### src/rtl/pdc_pkg.sv
// shared constants for the pll divider configuration block
package pdc_pkg;
	// register offsets
	localparam logic [7:0] OUT1_LSDIV_MID_ADDR      = 8'h20;
	localparam logic [7:0] OUT1_LSDIV_LOW_ADDR      = 8'h21;
	localparam logic [7:0] OUT2_LSDIV_HIGH_ADDR     = 8'h22;
	localparam logic [7:0] OUT2_LSDIV_MID_ADDR      = 8'h23;
	localparam logic [7:0] OUT2_LSDIV_LOW_ADDR      = 8'h24;
	localparam logic [7:0] FB_HSDIV_LSDIV_HIGH_ADDR = 8'h28;
	// reset values
	localparam logic [7:0] OUT1_LSDIV_MID_RST       = 8'h00;
	localparam logic [7:0] OUT1_LSDIV_LOW_RST       = 8'h31;
	localparam logic [7:0] OUT2_LSDIV_HIGH_RST      = 8'h00;
	localparam logic [7:0] OUT2_LSDIV_MID_RST       = 8'h00;
	localparam logic [7:0] OUT2_LSDIV_LOW_RST       = 8'h31;
	localparam logic [7:0] FB_HSDIV_LSDIV_HIGH_RST  = 8'hC0;
	// field layout
	localparam int         NIBBLE_HI                = 3;
	localparam int         NIBBLE_LO                = 0;
	localparam int         HS_CODE_HI               = 7;
	localparam int         HS_CODE_LO               = 5;
	localparam logic [7:0] OUT2_HIGH_WMASK          = 8'h0F;
	localparam logic [7:0] FB_HIGH_WMASK            = 8'hEF;
	localparam logic [7:0] UNMAPPED_READ            = 8'h00;
	// high-speed code 000 divides by 4, so limit is code plus 3
	localparam logic [3:0] HS_LIMIT_BASE            = 4'h3;
	localparam int         LS_WIDTH                 = 20;
	localparam int         HS_WIDTH                 = 4;
endpackage

### src/rtl/pdc_div_cnt.sv
// programmable tick divider: one pulse every lim_i+1 input ticks
`timescale 1ns/1ps
`default_nettype none
module pdc_div_cnt #(
	parameter int W = 20
) (
	input  wire logic         clock_i,  // register clock
	input  wire logic         rst_i,    // async reset, high
	input  wire logic         ce_i,     // clock enable
	input  wire logic         tick_i,   // input tick
	input  wire logic [W-1:0] lim_i,    // division ratio minus one
	output logic              pulse_o   // one pulse per ratio ticks
);
	logic [W-1:0] count_q;

	if (W < 1)
	begin : g_bad_width
		$error("pdc_div_cnt: width must be at least one");
	end

	// count ticks; a shrunk limit below count wraps at once
	always_ff @(posedge clock_i or posedge rst_i)
	begin
		if (rst_i)
			count_q <= '0;
		else if (ce_i && tick_i)
		begin
			if (count_q >= lim_i)
				count_q <= '0;
			else
				count_q <= count_q + W'(1);
		end
	end

	// pulse on the tick that closes a period
	always_ff @(posedge clock_i or posedge rst_i)
	begin
		if (rst_i)
			pulse_o <= 1'b0;
		else if (ce_i)
			pulse_o <= tick_i && (count_q >= lim_i);
	end
endmodule
`default_nettype wire

### src/rtl/pdc_top.sv
// divider configuration registers and the divider chains they steer
//
// Summary of operation
// - output low-speed divider ratio is field plus one
// - feedback high-speed code 000 divides by four
// - feedback high-speed feeds low-speed, then phase detector
// - output low bytes reset 0x31, mid zero
// - feedback high register resets to 0xC0
// - shared output high-speed divider feeds both outputs
`timescale 1ns/1ps
`default_nettype none
module pdc_top #(
	parameter int LSW = pdc_pkg::LS_WIDTH
) (
	input  wire logic           clock_i,               // register clock, 10 MHz
	input  wire logic           rst_i,                 // async reset, high
	input  wire logic           ce_i,                  // clock enable, freezes all
	input  wire logic [7:0]     reg_addr_i,            // register address
	input  wire logic [7:0]     reg_wdata_i,           // write data
	input  wire logic           reg_wr_i,              // write strobe
	input  wire logic           reg_rd_i,              // read strobe
	output logic      [7:0]     reg_rdata_o,           // read data, next cycle
	input  wire logic [3:0]     out1_lowspeed_high_i,  // output one upper nibble
	input  wire logic [15:0]    fb_lowspeed_low16_i,   // feedback lower sixteen bits
	input  wire logic [2:0]     out_highspeed_code_i,  // shared output hs code
	input  wire logic           vco_tick_i,            // one tick per vco cycle
	output logic [LSW-1:0]      out1_lowspeed_div_o,   // output one field
	output logic [LSW-1:0]      out2_lowspeed_div_o,   // output two field
	output logic [LSW-1:0]      fb_lowspeed_div_o,     // feedback low-speed field
	output logic [2:0]          fb_highspeed_div_o,    // feedback hs code
	output logic                clock_output_one_o,    // output one pulse
	output logic                clock_output_two_o,    // output two pulse
	output logic                phase_det_fb_o         // feedback pulse to detector
);
	logic [7:0] out1_mid_q;
	logic [7:0] out1_low_q;
	logic [7:0] out2_high_q;
	logic [7:0] out2_mid_q;
	logic [7:0] out2_low_q;
	logic [7:0] fb_high_q;
	logic [7:0] rdata_d;
	logic       out_hs_tick;
	logic       fb_hs_tick;
	logic       out1_pulse;
	logic       out2_pulse;
	logic       fb_pulse;
	logic [pdc_pkg::HS_WIDTH-1:0] out_hs_lim;
	logic [pdc_pkg::HS_WIDTH-1:0] fb_hs_lim;
	logic [LSW-1:0] out1_val;
	logic [LSW-1:0] out2_val;
	logic [LSW-1:0] fb_val;

	if (LSW != pdc_pkg::LS_WIDTH)
	begin : g_bad_width
		$error("pdc_top: low-speed width is fixed by the register layout");
	end

	// output register resets
	// writable byte registers; reserved bits never take a one
	always_ff @(posedge clock_i or posedge rst_i)
	begin
		if (rst_i)
		begin
			out1_mid_q  <= pdc_pkg::OUT1_LSDIV_MID_RST;
			out1_low_q  <= pdc_pkg::OUT1_LSDIV_LOW_RST;
			out2_high_q <= pdc_pkg::OUT2_LSDIV_HIGH_RST;
			out2_mid_q  <= pdc_pkg::OUT2_LSDIV_MID_RST;
			out2_low_q  <= pdc_pkg::OUT2_LSDIV_LOW_RST;
		end
		else if (ce_i && reg_wr_i)
		begin
			case (reg_addr_i)
				pdc_pkg::OUT1_LSDIV_MID_ADDR:  out1_mid_q  <= reg_wdata_i;
				pdc_pkg::OUT1_LSDIV_LOW_ADDR:  out1_low_q  <= reg_wdata_i;
				pdc_pkg::OUT2_LSDIV_HIGH_ADDR: out2_high_q <= reg_wdata_i & pdc_pkg::OUT2_HIGH_WMASK;
				pdc_pkg::OUT2_LSDIV_MID_ADDR:  out2_mid_q  <= reg_wdata_i;
				pdc_pkg::OUT2_LSDIV_LOW_ADDR:  out2_low_q  <= reg_wdata_i;
				default: ;
			endcase
		end
	end

	// feedback register reset
	// bit 4 is reserved and stays zero
	always_ff @(posedge clock_i or posedge rst_i)
	begin
		if (rst_i)
			fb_high_q <= pdc_pkg::FB_HSDIV_LSDIV_HIGH_RST;
		else if (ce_i && reg_wr_i && reg_addr_i == pdc_pkg::FB_HSDIV_LSDIV_HIGH_ADDR)
			fb_high_q <= reg_wdata_i & pdc_pkg::FB_HIGH_WMASK;
	end

	// read mux; unmapped addresses read as zero
	always_comb
	begin
		case (reg_addr_i)
			pdc_pkg::OUT1_LSDIV_MID_ADDR:      rdata_d = out1_mid_q;
			pdc_pkg::OUT1_LSDIV_LOW_ADDR:      rdata_d = out1_low_q;
			pdc_pkg::OUT2_LSDIV_HIGH_ADDR:     rdata_d = out2_high_q;
			pdc_pkg::OUT2_LSDIV_MID_ADDR:      rdata_d = out2_mid_q;
			pdc_pkg::OUT2_LSDIV_LOW_ADDR:      rdata_d = out2_low_q;
			pdc_pkg::FB_HSDIV_LSDIV_HIGH_ADDR: rdata_d = fb_high_q;
			default:                           rdata_d = pdc_pkg::UNMAPPED_READ;
		endcase
	end

	// a read and a write in one cycle return the old byte
	// read data held until the next read strobe
	always_ff @(posedge clock_i or posedge rst_i)
	begin
		if (rst_i)
			reg_rdata_o <= pdc_pkg::UNMAPPED_READ;
		else if (ce_i && reg_rd_i)
			reg_rdata_o <= rdata_d;
	end

	// each byte acts alone: a multi-byte change passes
	// through mixed ratios until the last byte lands
	// field concatenation, upper nibble first
	assign out1_val = {out1_lowspeed_high_i, out1_mid_q, out1_low_q};
	assign out2_val = {out2_high_q[pdc_pkg::NIBBLE_HI:pdc_pkg::NIBBLE_LO], out2_mid_q, out2_low_q};
	assign fb_val   = {fb_high_q[pdc_pkg::NIBBLE_HI:pdc_pkg::NIBBLE_LO], fb_lowspeed_low16_i};

	// hs code plus base gives ratio minus one
	assign out_hs_lim = pdc_pkg::HS_LIMIT_BASE + {1'b0, out_highspeed_code_i};
	assign fb_hs_lim  = pdc_pkg::HS_LIMIT_BASE + {1'b0, fb_high_q[pdc_pkg::HS_CODE_HI:pdc_pkg::HS_CODE_LO]};

	// field values mirrored out from flops for the analog side
	// odd-or-zero is the host's duty, no check here
	always_ff @(posedge clock_i or posedge rst_i)
	begin
		if (rst_i)
		begin
			out1_lowspeed_div_o <= '0;
			out2_lowspeed_div_o <= '0;
			fb_lowspeed_div_o   <= '0;
			fb_highspeed_div_o  <= '0;
		end
		else if (ce_i)
		begin
			out1_lowspeed_div_o <= out1_val;
			out2_lowspeed_div_o <= out2_val;
			fb_lowspeed_div_o   <= fb_val;
			fb_highspeed_div_o  <= fb_high_q[pdc_pkg::HS_CODE_HI:pdc_pkg::HS_CODE_LO];
		end
	end

	// both output low-speed stages count the same tick
	// shared output high-speed divider
	pdc_div_cnt #(.W(pdc_pkg::HS_WIDTH)) u_out_hs (
		.clock_i (clock_i),
		.rst_i   (rst_i),
		.ce_i    (ce_i),
		.tick_i  (vco_tick_i),
		.lim_i   (out_hs_lim),
		.pulse_o (out_hs_tick)
	);

	// output one divides by field plus one
	pdc_div_cnt #(.W(LSW)) u_out1_ls (
		.clock_i (clock_i),
		.rst_i   (rst_i),
		.ce_i    (ce_i),
		.tick_i  (out_hs_tick),
		.lim_i   (out1_val),
		.pulse_o (out1_pulse)
	);

	// output two divides by field plus one
	// ratio validity left to the host
	pdc_div_cnt #(.W(LSW)) u_out2_ls (
		.clock_i (clock_i),
		.rst_i   (rst_i),
		.ce_i    (ce_i),
		.tick_i  (out_hs_tick),
		.lim_i   (out2_val),
		.pulse_o (out2_pulse)
	);

	pdc_div_cnt #(.W(pdc_pkg::HS_WIDTH)) u_fb_hs (
		.clock_i (clock_i),
		.rst_i   (rst_i),
		.ce_i    (ce_i),
		.tick_i  (vco_tick_i),
		.lim_i   (fb_hs_lim),
		.pulse_o (fb_hs_tick)
	);

	// odd field expected, giving even ratio
	pdc_div_cnt #(.W(LSW)) u_fb_ls (
		.clock_i (clock_i),
		.rst_i   (rst_i),
		.ce_i    (ce_i),
		.tick_i  (fb_hs_tick),
		.lim_i   (fb_val),
		.pulse_o (fb_pulse)
	);

	// costs one cycle of latency on every pulse
	// retime divider pulses so every output leaves a flop here
	always_ff @(posedge clock_i or posedge rst_i)
	begin
		if (rst_i)
		begin
			clock_output_one_o <= 1'b0;
			clock_output_two_o <= 1'b0;
			phase_det_fb_o     <= 1'b0;
		end
		else if (ce_i)
		begin
			clock_output_one_o <= out1_pulse;
			clock_output_two_o <= out2_pulse;
			phase_det_fb_o     <= fb_pulse;
		end
	end
endmodule
`default_nettype wire

### config.mk
export PLATFORM = sky130hd
export DESIGN_NAME = pdc_top
export DESIGN_NICKNAME = d
export VERILOG_FILES = /design/src/rtl/pdc_pkg.sv /design/src/rtl/pdc_div_cnt.sv /design/src/rtl/pdc_top.sv
export SDC_FILE = /design/constraint.sdc
export NUM_CORES = 1
export LEC_CHECK = 0
export ABC_AREA = 1
export CAP_MARGIN = 20
export CORE_ASPECT_RATIO = 1.1
export CORE_MARGIN = 2
export CORE_UTILIZATION = 42
export DETAILED_ROUTE_END_ITERATION = 10
export DONT_BUFFER_PORTS = 1
export HOLD_SLACK_MARGIN = 0.02
export PLACE_DENSITY_LB_ADDON = 0.3
export SYNTH_ARGS = -nofsm -noshare
export SYNTH_HDL_FRONTEND = slang
export SYNTH_SLANG_ARGS = --single-unit
### constraint.sdc
create_clock -name clock_i -period 12.3 [get_ports clock_i]
set_input_delay 0.615 -clock clock_i [delete_from_list [all_inputs] [get_ports clock_i]]
set_output_delay 0.615 -clock clock_i [all_outputs]
set_load 0.005 [all_outputs]
# Word level (Yosys, flattened, before mapping)
# Cells that the tools add are included.
# op_classes
eq_ne	6
addsub	7
magnitude_cmp	5
n_reduce_logical	16
n_mux	6
# op_table
operator	n
20-bit by 1-bit adder with 20-bit output (second input constant)	3
20-bit greater-or-equal comparator	3
20-bit 2-to-1 mux	3
8-bit by 6-bit equality test with 1-bit output (second input constant)	6
8-bit case mux with 6 select lines	1
1-bit logical AND	11
2-bit AND reduction	5
2-bit by 3-bit adder with 4-bit output (first input constant)	2
4-bit by 1-bit adder with 4-bit output (second input constant)	2
4-bit greater-or-equal comparator	2
4-bit 2-to-1 mux	2
# word_totals
wordCells	64
ff_bits	190
in_bits	45

# Logic depth before layout (Yosys ltp)
# Gate-level depths: netlist of the first run.
# depth
depth_word	3
ltp_mapped	13
ltp_nobuf	12

# Cells and area by module
# A second synthesis of the first run with hierarchy kept.
# hier_totals
hier_cells	1305
hier_area_um2	11237.0
# modules_own_cells
mod	n_inst	cells_per_inst	area_per_inst_um2	seq_area_each_um2
pdc_div_cnt at u_fb_ls ...	3	238	1783.0	525.5
pdc_top	1	489	5139.9	2937.8
pdc_div_cnt at u_fb_hs ...	2	51	374.1	125.1

# Worst setup path before layout of the first run
# OpenSTA, ideal clock, no wires.
# synth_timing
path_kind	input to register
start	input out1_lowspeed_high_i[3]
end	register u_out1_ls.count_q[10]
setup_slack_ns	10.450
t_arrival_ns	1.717
path_stages	10
path_cell_list	inv_1 > ha_1 > nand2_1 > nor2_1 > nand2_1 > nor2_1 > nand2_1 > nand4_1 > buf_2 > a21oi_1
# synth_between
elab_chain_cells	2
# synth_lines
element	line	rtl
start, declared	pdc_top.sv:23	input wire logic [3:0] out1_lowspeed_high_i,
20-bit greater-or-equal comparator	pdc_div_cnt.sv:28	if (count_q >= lim_i)
20-bit 2-to-1 mux	pdc_div_cnt.sv:28	
end signal, assigned	pdc_div_cnt.sv:31	count_q <= count_q + W'(1);
end, declared	pdc_div_cnt.sv:14	logic [W-1:0] count_q;
# No other way between the ends.
# A chain may end at the register's enable or synchronous reset.

# Worst setup path after layout of the first run
# layout_timing
start	register out1_low_q[5]
end	register u_out1_ls.count_q[0]
# layout_between
elab_chain_cells	2
# layout_lines
element	line	rtl
start, declared	pdc_top.sv:36	logic [7:0] out1_low_q;
start signal, assigned	pdc_top.sv:65	out1_low_q <= pdc_pkg::OUT1_LSDIV_LOW_RST;
start signal, assigned	pdc_top.sv:74	pdc_pkg::OUT1_LSDIV_LOW_ADDR: out1_low_q <= reg_wdata_i;
20-bit greater-or-equal comparator	pdc_div_cnt.sv:28	
20-bit 2-to-1 mux	pdc_div_cnt.sv:28	
# No other way between the ends.

==> summary.txt, run 1 <==
Timing
  – Pins Over Slew Limit: 0
  – Setup TNS Final: 0 ps
  – Worst slew pin tran: 962.5 ps
  – F_max: 376.2 MHz
  – Crit path time final: ~2700 ps
  – RSZ-0062 raised after global routing: no
  – Final Hold Vio Count: 0
  – Slew margin rel.: 0.3565
  – Skew final: roughly 13 ps
  – Period utilization: 0.2161
  – Final setup viols: 0

Finish
  – Fraction of layout cells with a size suffix above 1: 0.05104
  – P&R area growth vs syn: 7.895%
  – Layout Nets: ~1,400
  – N_diodes: 0
  – Final Util: 0.4590

Placement
  – Routability cong.: around 0.85
  – Post-DP HPWL: between 15 and 20 mm
  – Port-buffer cells: 0

Status
  – Status: completed

Clocking
  – Total setup buffers inserted after CTS: 0
  – Htree depth: 4
  – Deepest clock path buffer count: 2
  – Hold buffers post-CTS: 0
  – Post-CTS resize count: 0
  – TritonCTS buffer count: 17
  – Clk root buf: clkbuf_16
  – Clock-pin slew on the worst setup and hold paths: ~70 ps
  – CTS tree: built
  – Clk sinks: 190
  – Worst-Skew Late Latency: around 440 ps

Yosys
  – Avg Cell Area, Syn: around 8.0 um2
  – Top cells by count, synth: 375 x nand2_1, 182 x dfrtp_1, 156 x inv_1
  – Synth area leaders: dfrtp_1 44%, nand2_1 14%, ha_1 9.0%
  – Area leader, netlist: dfrtp_1
  – Yosys top cell area share: 0.4388
  – Mapped cell area: just over 10,000 um2
  – Synth cell types: 29
  – Synthesized net count: around 1,400
  – FFs w/ async S/R, synth: 1.000
  – Post-Synthesis Cells: between 1,000 and 1,500
  – Yosys reg bits: 190
  – Main synth FF type: dfrtp_1
  – Post-synth EDFFs: 0
  – Syn. warnings: 0
  – Most common cell in the netlist: nand2_1
  – Register area share after synthesis: 0.4590

Floorplan
  – Initial cell density of the core: 0.4254
  – Die area: roughly 26,000 um2
  – Die Span Y: 168.9 um
  – Core Rows: 60
  – IO Pins: roughly 120
  – Core Area: 24,400 um2
  – Die X: 153.9 um

Global routing
  – Pin count of the biggest net entering global routing: roughly 110
  – GRT Resource Usage Total: 0.2001
  – First-pass GRT wire length: 40.95 mm
  – Vias in the first global route: about 7,900
  – Antenna violations before repair: 0
  – Total gr overflow: 0

Power
  – Switching Fraction: 0.3632
  – Pint: about 1.1 mW
  – Switching power: approximately 650 uW
  – Pwr Density: between 150 and 200 nW/um2
  – Sequential share of power: 0.441
  – Worst vdd ir: around 83 uV
  – Overall power: between 1.5 and 2 mW
  – Lkg Pwr: 5.470 nW
  – Logic pwr share: 0.264
  – Clk pwr share: 0.296

Worst setup path
  – Critical Path AT: around 3000 ps
  – CP startpoint kind: flip-flop
  – Setup CP Type: reg -> reg
  – FF-to-FF setup slack: ~9600 ps
  – CP Capture Type: flip-flop
  – CP max FO: 21
  – CP required: ~13,000 ps

Flow run
  – Max-Cap Viols: 0

Routing
  – Wire per inst: 15.65 um
  – Vias/cell: slightly above 5
  – Initial DRT Pass Iterations: 5
  – Post-route ant nets: 0
  – Routed WL: between 20 and 30 mm
  – # DRC: 0
  – Initial DRC count: approximately 570
  – Via Count: 8,125

Hold path
  – Worst hold path type: in -> async
==> metal layers <==
layer  global-route usage  part of all wire  vias up
li1                     -                 -     4133
met1               0.2531              0.44     3795
met2               0.3394              0.49      163
met3              0.04967             0.049       34
met4              0.06176             0.021        0
met5                    0                 0        -
==> worst max-delay path, cell delays in order, from the launching register on <==
cell	delay, ps
dfstp_2	560
inv_1	60
ha_1	300
nand2_1	70
nand2_1	40
nand2_1	50
nand2_1	70
nand2_1	60
nand2_1	80
nand2_1	60
nand4_1	730
o21ai_0	460
==> path summary, 6_finish.rpt <==
check | to | from | cells past startpoint
worst max-delay path | u_out1_ls.count_q[0]$_DFFE_PP0P_ | out1_low_q[5]$_DFFE_PP1P_ | 11
worst min-delay path | fb_lowspeed_div_o[0]$_DFFE_PP0P_ | rst_i | 1
worst max register to register | u_out1_ls.count_q[0]$_DFFE_PP0P_ | out1_low_q[5]$_DFFE_PP1P_ | 11
worst min register to register | phase_det_fb_o$_DFFE_PP0P_ | u_fb_ls.pulse_o$_DFFE_PP0P_ | 2
max in group asynchronous | out2_low_q[4]$_DFFE_PP1P_ | rst_i | 3
min in group clock_i | fb_lowspeed_div_o[0]$_DFFE_PP0P_ | ce_i | 2
==> logic make-up after synthesis <==
group / after synthesis / share of synthesized area
compound gates: 226 / 0.1114
xor+xnor: 43 / 0.03628
fa+ha+maj: 75 / 0.09041
buf+inv: 200 / 0.07474
flops: 190 / 0.4590
simple gates: 561 / 0.2282
==> flip-flops by register name (all words and copies together), names as in the netlist, 3 cells and up <==
name / count
out2_mid_q: 8
reg_rdata_o: 8
u_fb_ls.count_q: 20
out1_mid_q: 8
fb_lowspeed_div_o: 20
out2_high_q: 4
out2_low_q: 8
out1_low_q: 8
fb_high_q: 7
u_out1_ls.count_q: 20
out1_lowspeed_div_o: 20
u_out_hs.count_q: 4
u_out2_ls.count_q: 20
fb_highspeed_div_o: 3
out2_lowspeed_div_o: 20
u_fb_hs.count_q: 4
==> layout by cell type (no fill, tap or decap) <==
cell type   synthesis  layout
clkbuf_16           0      17
a21oi_1            75      75
nor4_1              1       1
xnor2_1            16      16
a21boi_0            2       2
nor3_1              7       7
nor2_1             76      76
clkinvlp_4          0       2
nor2_2              3       3
nand2_1           375     375
nand3_1            64      64
o211ai_1            2       2
inv_2               7       7
inv_6               0       1
dfrtp_1           182     182
nand4_1            20      20
clkbuf_8            0       1
nor3_4              5       5
clkinv_4            0       3
clkinv_2            0       3
nand2_2             3       3
dfstp_2             8       8
o21bai_1            3       3
ha_1               75      75
nor3_2              5       5
a21o_1              3       3
inv_1             156     154
buf_12              0       1
xor2_1             27      27
buf_4               1       3
nand3_2             2       2
o21ai_1            28      28
bufinv_16           0       1
clkbuf_1           24       4
o21ai_0           113     113
inv_8               0       1
==> cell type report <==
type	count	area, um2
flip-flops and latches	190	4765
multi-input cells	905	4840
well taps	310	387.9
clock inverters	9	90.09
repair buffers	4	42.54
clock buffers	22	454.2
inverters	163	620.6
fillers	2386	13200
==> through the flow <==
| stage | hold slack, ps | cells | setup WS [ps] | cell area [um2] |
|---|---|---|---|---|
| after floorplan | 449.2 | 1295 | 6528 | 10380 |
| after global placement | 459.3 | 1571 | 9716 | 10640 |
| after detailed placement | 465.2 | 1571 | 9640 | 10640 |
| after CTS | 207.2 | 1602 | 9628 | 11180 |
| after global routing | 232.0 | 1603 | 9378 | 11200 |
| final | 170.7 | 1603 | 9642 | 11200 |
==> power by group through the flow <==
stage	logic, mW	clock network, mW	registers, mW
2_1_floorplan	0.382	0	0.768
3_3_place_gp	0.456	0	0.795
3_5_place_dp	0.470	0	0.797
4_1_cts	0.474	0.539	0.785
5_1_grt	0.551	0.564	0.797
6_report	0.470	0.527	0.786
Power figures use the tool's default switching activity.
==> run 2, diff against run 1 <==
--- a/config.mk
+++ b/config.mk
@@ -5,7 +5,7 @@
 export SDC_FILE = /design/constraint.sdc
 export NUM_CORES = 1
 export LEC_CHECK = 0
-export ABC_AREA = 1
+export ABC_AREA = 0
 export CAP_MARGIN = 20
 export CORE_ASPECT_RATIO = 1.1
 export CORE_MARGIN = 2
==> constraint.sdc (replaced) <==
create_clock -name clock_i -period 2.5 [get_ports clock_i]
set_input_delay 0.125 -clock clock_i [delete_from_list [all_inputs] [get_ports clock_i]]
set_output_delay 0.125 -clock clock_i [all_outputs]
set_load 0.005 [all_outputs]
==> summary.txt, run 2 <==
Status
  – Status: completed

Worst setup path
  – CP max FO: 6 (-71%)
  – CP startpoint kind: flip-flop
  – CP max-delay cell: or3_1
  – Critical Path AT: 2670 ps (-310 ps)
  – Setup CP Type: reg -> reg
  – FF-to-FF Start: fb_high_q[1]$_DFFE_PP0P_
  – Worst Path Buf+Inv: 2 (+1)
  – CP top delay family: simple AND/OR/NAND/NOR gates
  – CP required: 2830 ps (-9790 ps)
  – CP Capture Type: flip-flop
  – Critical path startpoint: fb_high_q[1]$_DFFE_PP0P_
  – Crit-path cells: inv_1 > ha_1 > nand4_1 > or3_1 > nor3_2 > a211oi_2 > buf_4 > a21o_1 > a22o_1
  – Slowest cell delay on critical path: 450 ps (-280 ps)

Yosys
  – Register area share after synthesis: 0.4795 (+0.02052)
  – Yosys top cell area share: 0.4584 (+0.01961)
  – FFs w/ async S/R, synth: 1.000 (unchanged)
  – Yosys reg bits: 190 (unchanged)
  – Main synth FF type: dfrtp_1
  – Most common cell in the netlist: dfrtp_1
  – Synthesized net count: 1,081 (-24%)
  – Mapped cell area: 9936 um2 (-4.3%)
  – Synth area leaders: dfrtp_1 46%, ha_1 9.4%, mux2_2 8.2%
  – Top cells by count, synth: 182 x dfrtp_1, 105 x nand2_1, 82 x inv_1
  – Post-Synthesis Cells: 961 (-26%)
  – Synth cell types: 58 (+100%)
  – Area leader, netlist: dfrtp_1
  – Avg Cell Area, Syn: 10.34 um2 (+29%)
  – Post-synth EDFFs: 0 (unchanged)
  – Syn. warnings: 0 (unchanged)

Hold path
  – Worst Min Path Start: reg_addr_i[2]
  – Worst hold path type: in -> reg

Floorplan
  – Initial cell density of the core: 0.4232 (-0.002187)
  – Core Rows: 59 (-1.7%)
  – Die Span Y: 165.3 um (-2.1%)
  – Die area: 24,900 um2 (-4.2%)
  – Die X: 150.7 um (-2.1%)
  – Core Area: 23,480 um2 (-3.8%)
  – IO Pins: 119 (unchanged)

Finish
  – Commonest non-fill, non-tap cell in the layout: dfrtp_1
  – Fraction of layout cells with a size suffix above 1: 0.1496 (+0.09857)
  – Non-Filler Instances: 1,343 (-16%)
  – P&R area growth vs syn: 16.24%
  – Layout Nets: 1,143 (-18%)
  – Fill cell count: 2,148 (-10%)
  – Most frequent cells in the layout: 182 x dfrtp_1, 105 x nand2_1, 81 x inv_1, 75 x ha_1, 72 x mux2_2

Timing
  – Final Hold Vio Count: 0 (unchanged)
  – Slew margin rel.: 0.5710 (+0.2146)
  – Skew final: 16.12 ps (+2.814 ps)
  – Hold WS: 43.47 ps (-127.2 ps)
  – F_max: 426.4 MHz (+13%)
  – RSZ-0062 raised after global routing: no
  – Crit path time final: 2345 ps (-313.0 ps)
  – Period utilization: 0.9381 (+0.7220)
  – Pins Over Slew Limit: 0 (unchanged)
  – Final setup viols: 0 (unchanged)
  – Worst slew pin tran: 642.1 ps (-320.3 ps)

Global routing
  – Vias in the first global route: 7,117 (-9.4%)
  – Antenna violations before repair: 2 (+2)
  – Total gr overflow: 0 (unchanged)
  – Met2 Usage GRT: 0.3174 (-0.02205)
  – GRT met3 Usage: 0.04093 (-0.008733)
  – GR met1 Demand/Resource: 0.2619 (+0.008723)
  – Pin count of the biggest net entering global routing: 86 (-25%)
  – GRT Resource Usage Total: 0.1960 (-0.004102)
  – First-pass GRT wire length: 37.87 mm (-7.5%)
  – GRT busiest layer: met2

Clocking
  – Worst-Skew Late Latency: 430 ps (about the same)
  – Deepest clock path buffer count: 2 (unchanged)
  – Htree depth: 4 (unchanged)
  – Clock-pin slew on the worst setup and hold paths: 80 ps (about the same)
  – Clk sinks: 190 (unchanged)
  – Clk root buf: clkbuf_16
  – CTS tree: built
  – TritonCTS buffer count: 17 (unchanged)

Routing
  – Post-route ant nets: 0 (unchanged)
  – Routed WL: 23.77 mm (-5.2%)
  – Via Count: 7,188 (-12%)
  – Initial DRC count: 346 (-39%)
  – # DRC: 0 (unchanged)
  – Wire per inst: 17.70 um (+13%)
  – Initial DRT Pass Iterations: 5 (unchanged)
  – Vias/cell: 5.352 (+5.6%)

Placement
  – Post-DP HPWL: 16.75 mm (-11%)
  – Routability cong.: 0.8870 (+4.2%)
  – Cells after DPL: 1,258 (-20%)
  – Port-buffer cells: 0 (unchanged)

Power
  – Worst vdd ir: 493.6 uV (+500%)
  – Pwr Density: 657.9 nW/um2 (+310%)
  – Lkg Pwr: 5.414 nW (-1.0%)

Flow run
  – Max-Cap Viols: 0 (unchanged)
## run 2: changes by cell type after synthesis, sizes merged, moves of 39 or more
cell and change:
a21oi -49, inv -81, mux2 +80, nand2 -273
nand3 -39, o21ai -73
## run 2: where the power goes
group	leakage (nW)	total (mW)	switching [mW]	internal, mW
clock network	0.304	2.87	1.34	1.53
registers	2.25	3.63	0.302	3.33
logic	2.86	1.10	0.569	0.531
total	5.41	7.60	2.21	5.39
## run 2: final timing paths
kind                            depth (start not counted)                        endpoint  slack [ps]
worst min register to register                          1     u_fb_ls.pulse_o$_DFFE_PP0P_         490
worst min-delay path                                    4        fb_high_q[6]$_DFFE_PP1P_          40
max in group asynchronous                               3        fb_high_q[6]$_DFFE_PP1P_        1620
worst max-delay path                                    9  u_fb_ls.count_q[4]$_DFFE_PP0P_         150
min in group asynchronous                               2       out2_mid_q[5]$_DFFE_PP0P_         120
worst max register to register                          9  u_fb_ls.count_q[4]$_DFFE_PP0P_         150
## run 2: area by class of cell
class | instances | area, um2 | share of cell area
diodes | 2 | 5.005 | 0.0004333
clock buffers | 17 | 425.4 | 0.03683
clock inverters | 15 | 192.7 | 0.01668
inverters | 82 | 311.5 | 0.02697
multi-input cells | 656 | 4716 | 0.4083
flip-flops and latches | 190 | 4765 | 0.4125
well taps | 305 | 381.6 | 0.03304
repair buffers | 76 | 753.2 | 0.06522
## run 2: timing repair
| action | in CTS | in global routing |
|---|---|---|
| hold buffers | 51 | 0 |
| resized for setup | 0 | 1 |
| endpoints found under the setup margin | 0 | 13 |
| endpoints found under the hold margin | 293 | 0 |
| buffers inserted | 0 | 0 |
## run 2: tightest hold or removal path, delay by kind of cell
family,cells,cell delay [ps]
AOI/OAI and AO/OA,1,70
buffers and inverters,1,170
and+or+nand+nor,2,90
## run 2: per-stage QoR
step	worst slack, ps	power, mW	utilization	TNS [ps]	instance area [um2]
after global routing	36.14	8.025	0.4919	0	11550
final	154.7	7.598	0.4920	0	11550
after global placement	98.11	4.618	0.4428	0	10390
after detailed placement	53.08	4.661	0.4428	0	10390
after floorplan	-66.93	4.375	-	-12180	9940
after CTS	31.32	7.673	0.4916	0	11540
## run 2: logic make-up after synthesis
logic type,share of synthesized area
flip-flops,0.4795
buffers and inverters,0.04634
multiplexers,0.09470
adder cells (fa/ha/maj),0.09545
XOR/XNOR,0.03967
AND/OR/NAND/NOR,0.1388
AO/OA/AOI/OAI,0.1055
## run 2: metal layers
layer / part of all wire / routed length [um]
met1: 0.45 / 10710
met3: 0.056 / 1333
met2: 0.47 / 11150
met4: 0.024 / 578
met5: 0 / 0
==> run 3, diff against run 2 <==
--- a/config.mk
+++ b/config.mk
@@ -6,14 +6,15 @@
 export NUM_CORES = 1
 export LEC_CHECK = 0
 export ABC_AREA = 0
+export BUFFER_PORTS_ARGS = -buffer_cell sky130_fd_sc_hd__buf_2
 export CAP_MARGIN = 20
 export CORE_ASPECT_RATIO = 1.1
 export CORE_MARGIN = 2
 export CORE_UTILIZATION = 42
 export DETAILED_ROUTE_END_ITERATION = 10
-export DONT_BUFFER_PORTS = 1
 export HOLD_SLACK_MARGIN = 0.02
 export PLACE_DENSITY_LB_ADDON = 0.3
+export RECOVER_POWER = 50
 export SYNTH_ARGS = -nofsm -noshare
 export SYNTH_HDL_FRONTEND = slang
 export SYNTH_SLANG_ARGS = --single-unit
==> summary.txt, run 3 (same netlist as run 2, synthesis figures left out) <==
Clocking
  – Deepest clock path buffer count: 2 (unchanged)
  – Total setup buffers inserted after CTS: 0 (unchanged)
  – Clock-pin slew on the worst setup and hold paths: 80 ps (about the same)
  – Worst-Skew Late Latency: 430 ps (about the same)
  – Htree depth: 4 (unchanged)
  – TritonCTS buffer count: 17 (unchanged)
  – CTS tree: built
  – Clk sinks: 190 (unchanged)
  – Clk root buf: clkbuf_16

Worst setup path
  – CP max FO: 9 (+3)
  – Setup CP Type: reg -> reg
  – CP startpoint kind: flip-flop
  – Crit-path cells: inv_1 > ha_1 > nand4_1 > or3_1 > nor3_2 > a211oi_4 > and3_1 > a221o_1
  – Slowest cell delay on critical path: 460 ps (about the same)
  – CP Capture Type: flip-flop
  – Critical Path AT: 2710 ps (+40 ps)
  – CP required: 2820 ps (about the same)
  – CP max-delay cell: or3_1
  – Worst R2R Path Depth: 8 (-1)

Power
  – Overall power: 7.490 mW (-1.4%)
  – Lkg Pwr: 5.652 nW (+4.4%)
  – Worst vdd ir: 527.4 uV (+6.8%)
  – Pwr Density: 634.2 nW/um2 (-3.6%)

Finish
  – Layout Nets: 1,242 (+8.7%)
  – P&R area growth vs syn: 18.88%
  – Final Util: 0.5031 (+0.01114)
  – Non-Filler Instances: 1,440 (+7.2%)
  – N_diodes: 0 (-2)
  – Post-Layout Inst Area: 11,810 um2 (+2.3%)
  – Commonest non-fill, non-tap cell in the layout: dfrtp_1
  – Fraction of layout cells with a size suffix above 1: 0.2079 (+0.05832)
  – Most frequent cells in the layout: 182 x dfrtp_1, 105 x nand2_1, 81 x inv_1, 80 x buf_2, 75 x ha_1
  – Fill cell count: 2,127 (-0.98%)

Timing
  – F_max: 418.9 MHz (-1.8%)
  – Hold WS: 34.80 ps (-8.668 ps)
  – RSZ-0062 raised after global routing: no
  – Period utilization: 0.9549 (+0.01680)
  – Slew margin rel.: -0.01213 (-0.5832)
  – Pins Over Slew Limit: 33 (+33)
  – Setup TNS Final: 0 ps (unchanged)
  – Crit path time final: 2387 ps (+42.01 ps)
  – Worst slew pin tran: 1510 ps (+867.8 ps)
  – Setup ws final: 112.7 ps (-42.01 ps)
  – Skew final: 17.75 ps (+1.634 ps)
  – Final setup viols: 0 (unchanged)
  – Final Hold Vio Count: 0 (unchanged)

Placement
  – Cells after DPL: 1,383 (+9.9%)
  – Placed cell area: 11,050 um2 (+6.3%)
  – Routability cong.: 0.8601 (-3.0%)
  – Port-buffer cells: 118 (+118)
  – Placement Setup Slack: 84.98 ps (+31.90 ps)
  – Post-DP HPWL: 17.66 mm (+5.4%)

Global routing
  – Vias in the first global route: 7,407 (+4.1%)
  – Pin count of the biggest net entering global routing: 44 (-49%)
  – Total gr overflow: 0 (unchanged)
  – First-pass GRT wire length: 38.34 mm (+1.2%)
  – Antenna violations before repair: 0 (-2)
  – GRT Resource Usage Total: 0.1968 (+0.0008302)

Floorplan
  – Die area: 24,900 um2 (unchanged)
  – Core Rows: 59 (unchanged)
  – Core Area: 23,480 um2 (unchanged)
  – IO Pins: 119 (unchanged)
  – Die X: 150.7 um (unchanged)
  – Die Span Y: 165.3 um (unchanged)
  – Initial cell density of the core: 0.4232 (unchanged)

Routing
  – Post-route ant nets: 0 (unchanged)
  – Wire per inst: 16.30 um (-7.9%)
  – Vias/cell: 5.184 (-3.1%)
  – Initial DRC count: 367 (+6.1%)
  – Initial DRT Pass Iterations: 4 (-1)
  – Routed WL: 23.47 mm (-1.3%)
  – # DRC: 0 (unchanged)
  – Via Count: 7,465 (+3.9%)

Hold path
  – Hold Path Depth: 3 (-1)
  – Worst hold path type: in -> reg

Status
  – Status: complete, but fails checks
  – Failing checks: capacitance limit, slew limit

Flow run
  – Max-Cap Viols: 1 (+1)
run 3: cell count changes in the layout (fill, tap and decap cells not counted), moves of 2 or more:
| cell | change |
|---|---|
| buf_2 | +80 |
| clkbuf_1 | +43 |
| clkbuf_4 | +2 |
| diode_2 | -2 |
| dlygate4sd3_1 | -25 |
run 3: worst max-delay path: cells and delay by family, from the launching register on:
family	cells	cell delay (ps)
DFF	1	400
buffers and inverters	1	70
and+or+nand+nor	4	1100
adders and majority gates	1	300
AOI/OAI and AO/OA	2	400
run 3: report_power, final:
| group | switching, mW | leakage (nW) | total [mW] | internal, mW |
|---|---|---|---|---|
| combinational | 0.633 | 3.12 | 1.17 | 0.540 |
| clock | 1.28 | 0.285 | 2.72 | 1.44 |
| sequential | 0.268 | 2.25 | 3.60 | 3.33 |
| total | 2.18 | 5.65 | 7.49 | 5.31 |
run 3: path summary, 6_finish.rpt:
path / slack, ps / start / end
setup / recovery: 110 / fb_high_q[1]$_DFFE_PP0P_ / u_fb_ls.count_q[8]$_DFFE_PP0P_
hold / removal: 30 / reg_wdata_i[2] / out1_mid_q[2]$_DFFE_PP0P_
setup reg to reg: 110 / fb_high_q[1]$_DFFE_PP0P_ / u_fb_ls.count_q[8]$_DFFE_PP0P_
max in group asynchronous: 580 / rst_i / u_out1_ls.count_q[2]$_DFFE_PP0P_
min in group asynchronous: 590 / rst_i / out2_lowspeed_div_o[13]$_DFFE_PP0P_
hold reg to reg: 480 / reg_rdata_o[6]$_DFFE_PP0P_ / reg_rdata_o[6]$_DFFE_PP0P_
run 3: layer usage:
metal  routed length (um)  up-vias  global-route usage
met1                10960     3583              0.2668
met2                10760      170              0.3138
met3                  976       37             0.03242
li1                     -     3675                   -
met5                    0        -                   0
met4                  774        0             0.08199
run 3: area by class of cell:
type                    count  area [um2]  share of cell area
clock buffers              18       439.2             0.03718
clock inverters            14       150.1             0.01271
inverters                  82       309.0             0.02617
multi-input cells         656        4730              0.4004
flip-flops and latches    190        4765              0.4034
well taps                 305       381.6             0.03231
repair buffers            175        1037             0.08782
run 3: repair_timing:
item,CTS,global route
hold endpoints to repair,52,0
endpoints found under the setup margin,0,15
hold buffers,25,0
gates resized for setup,0,3
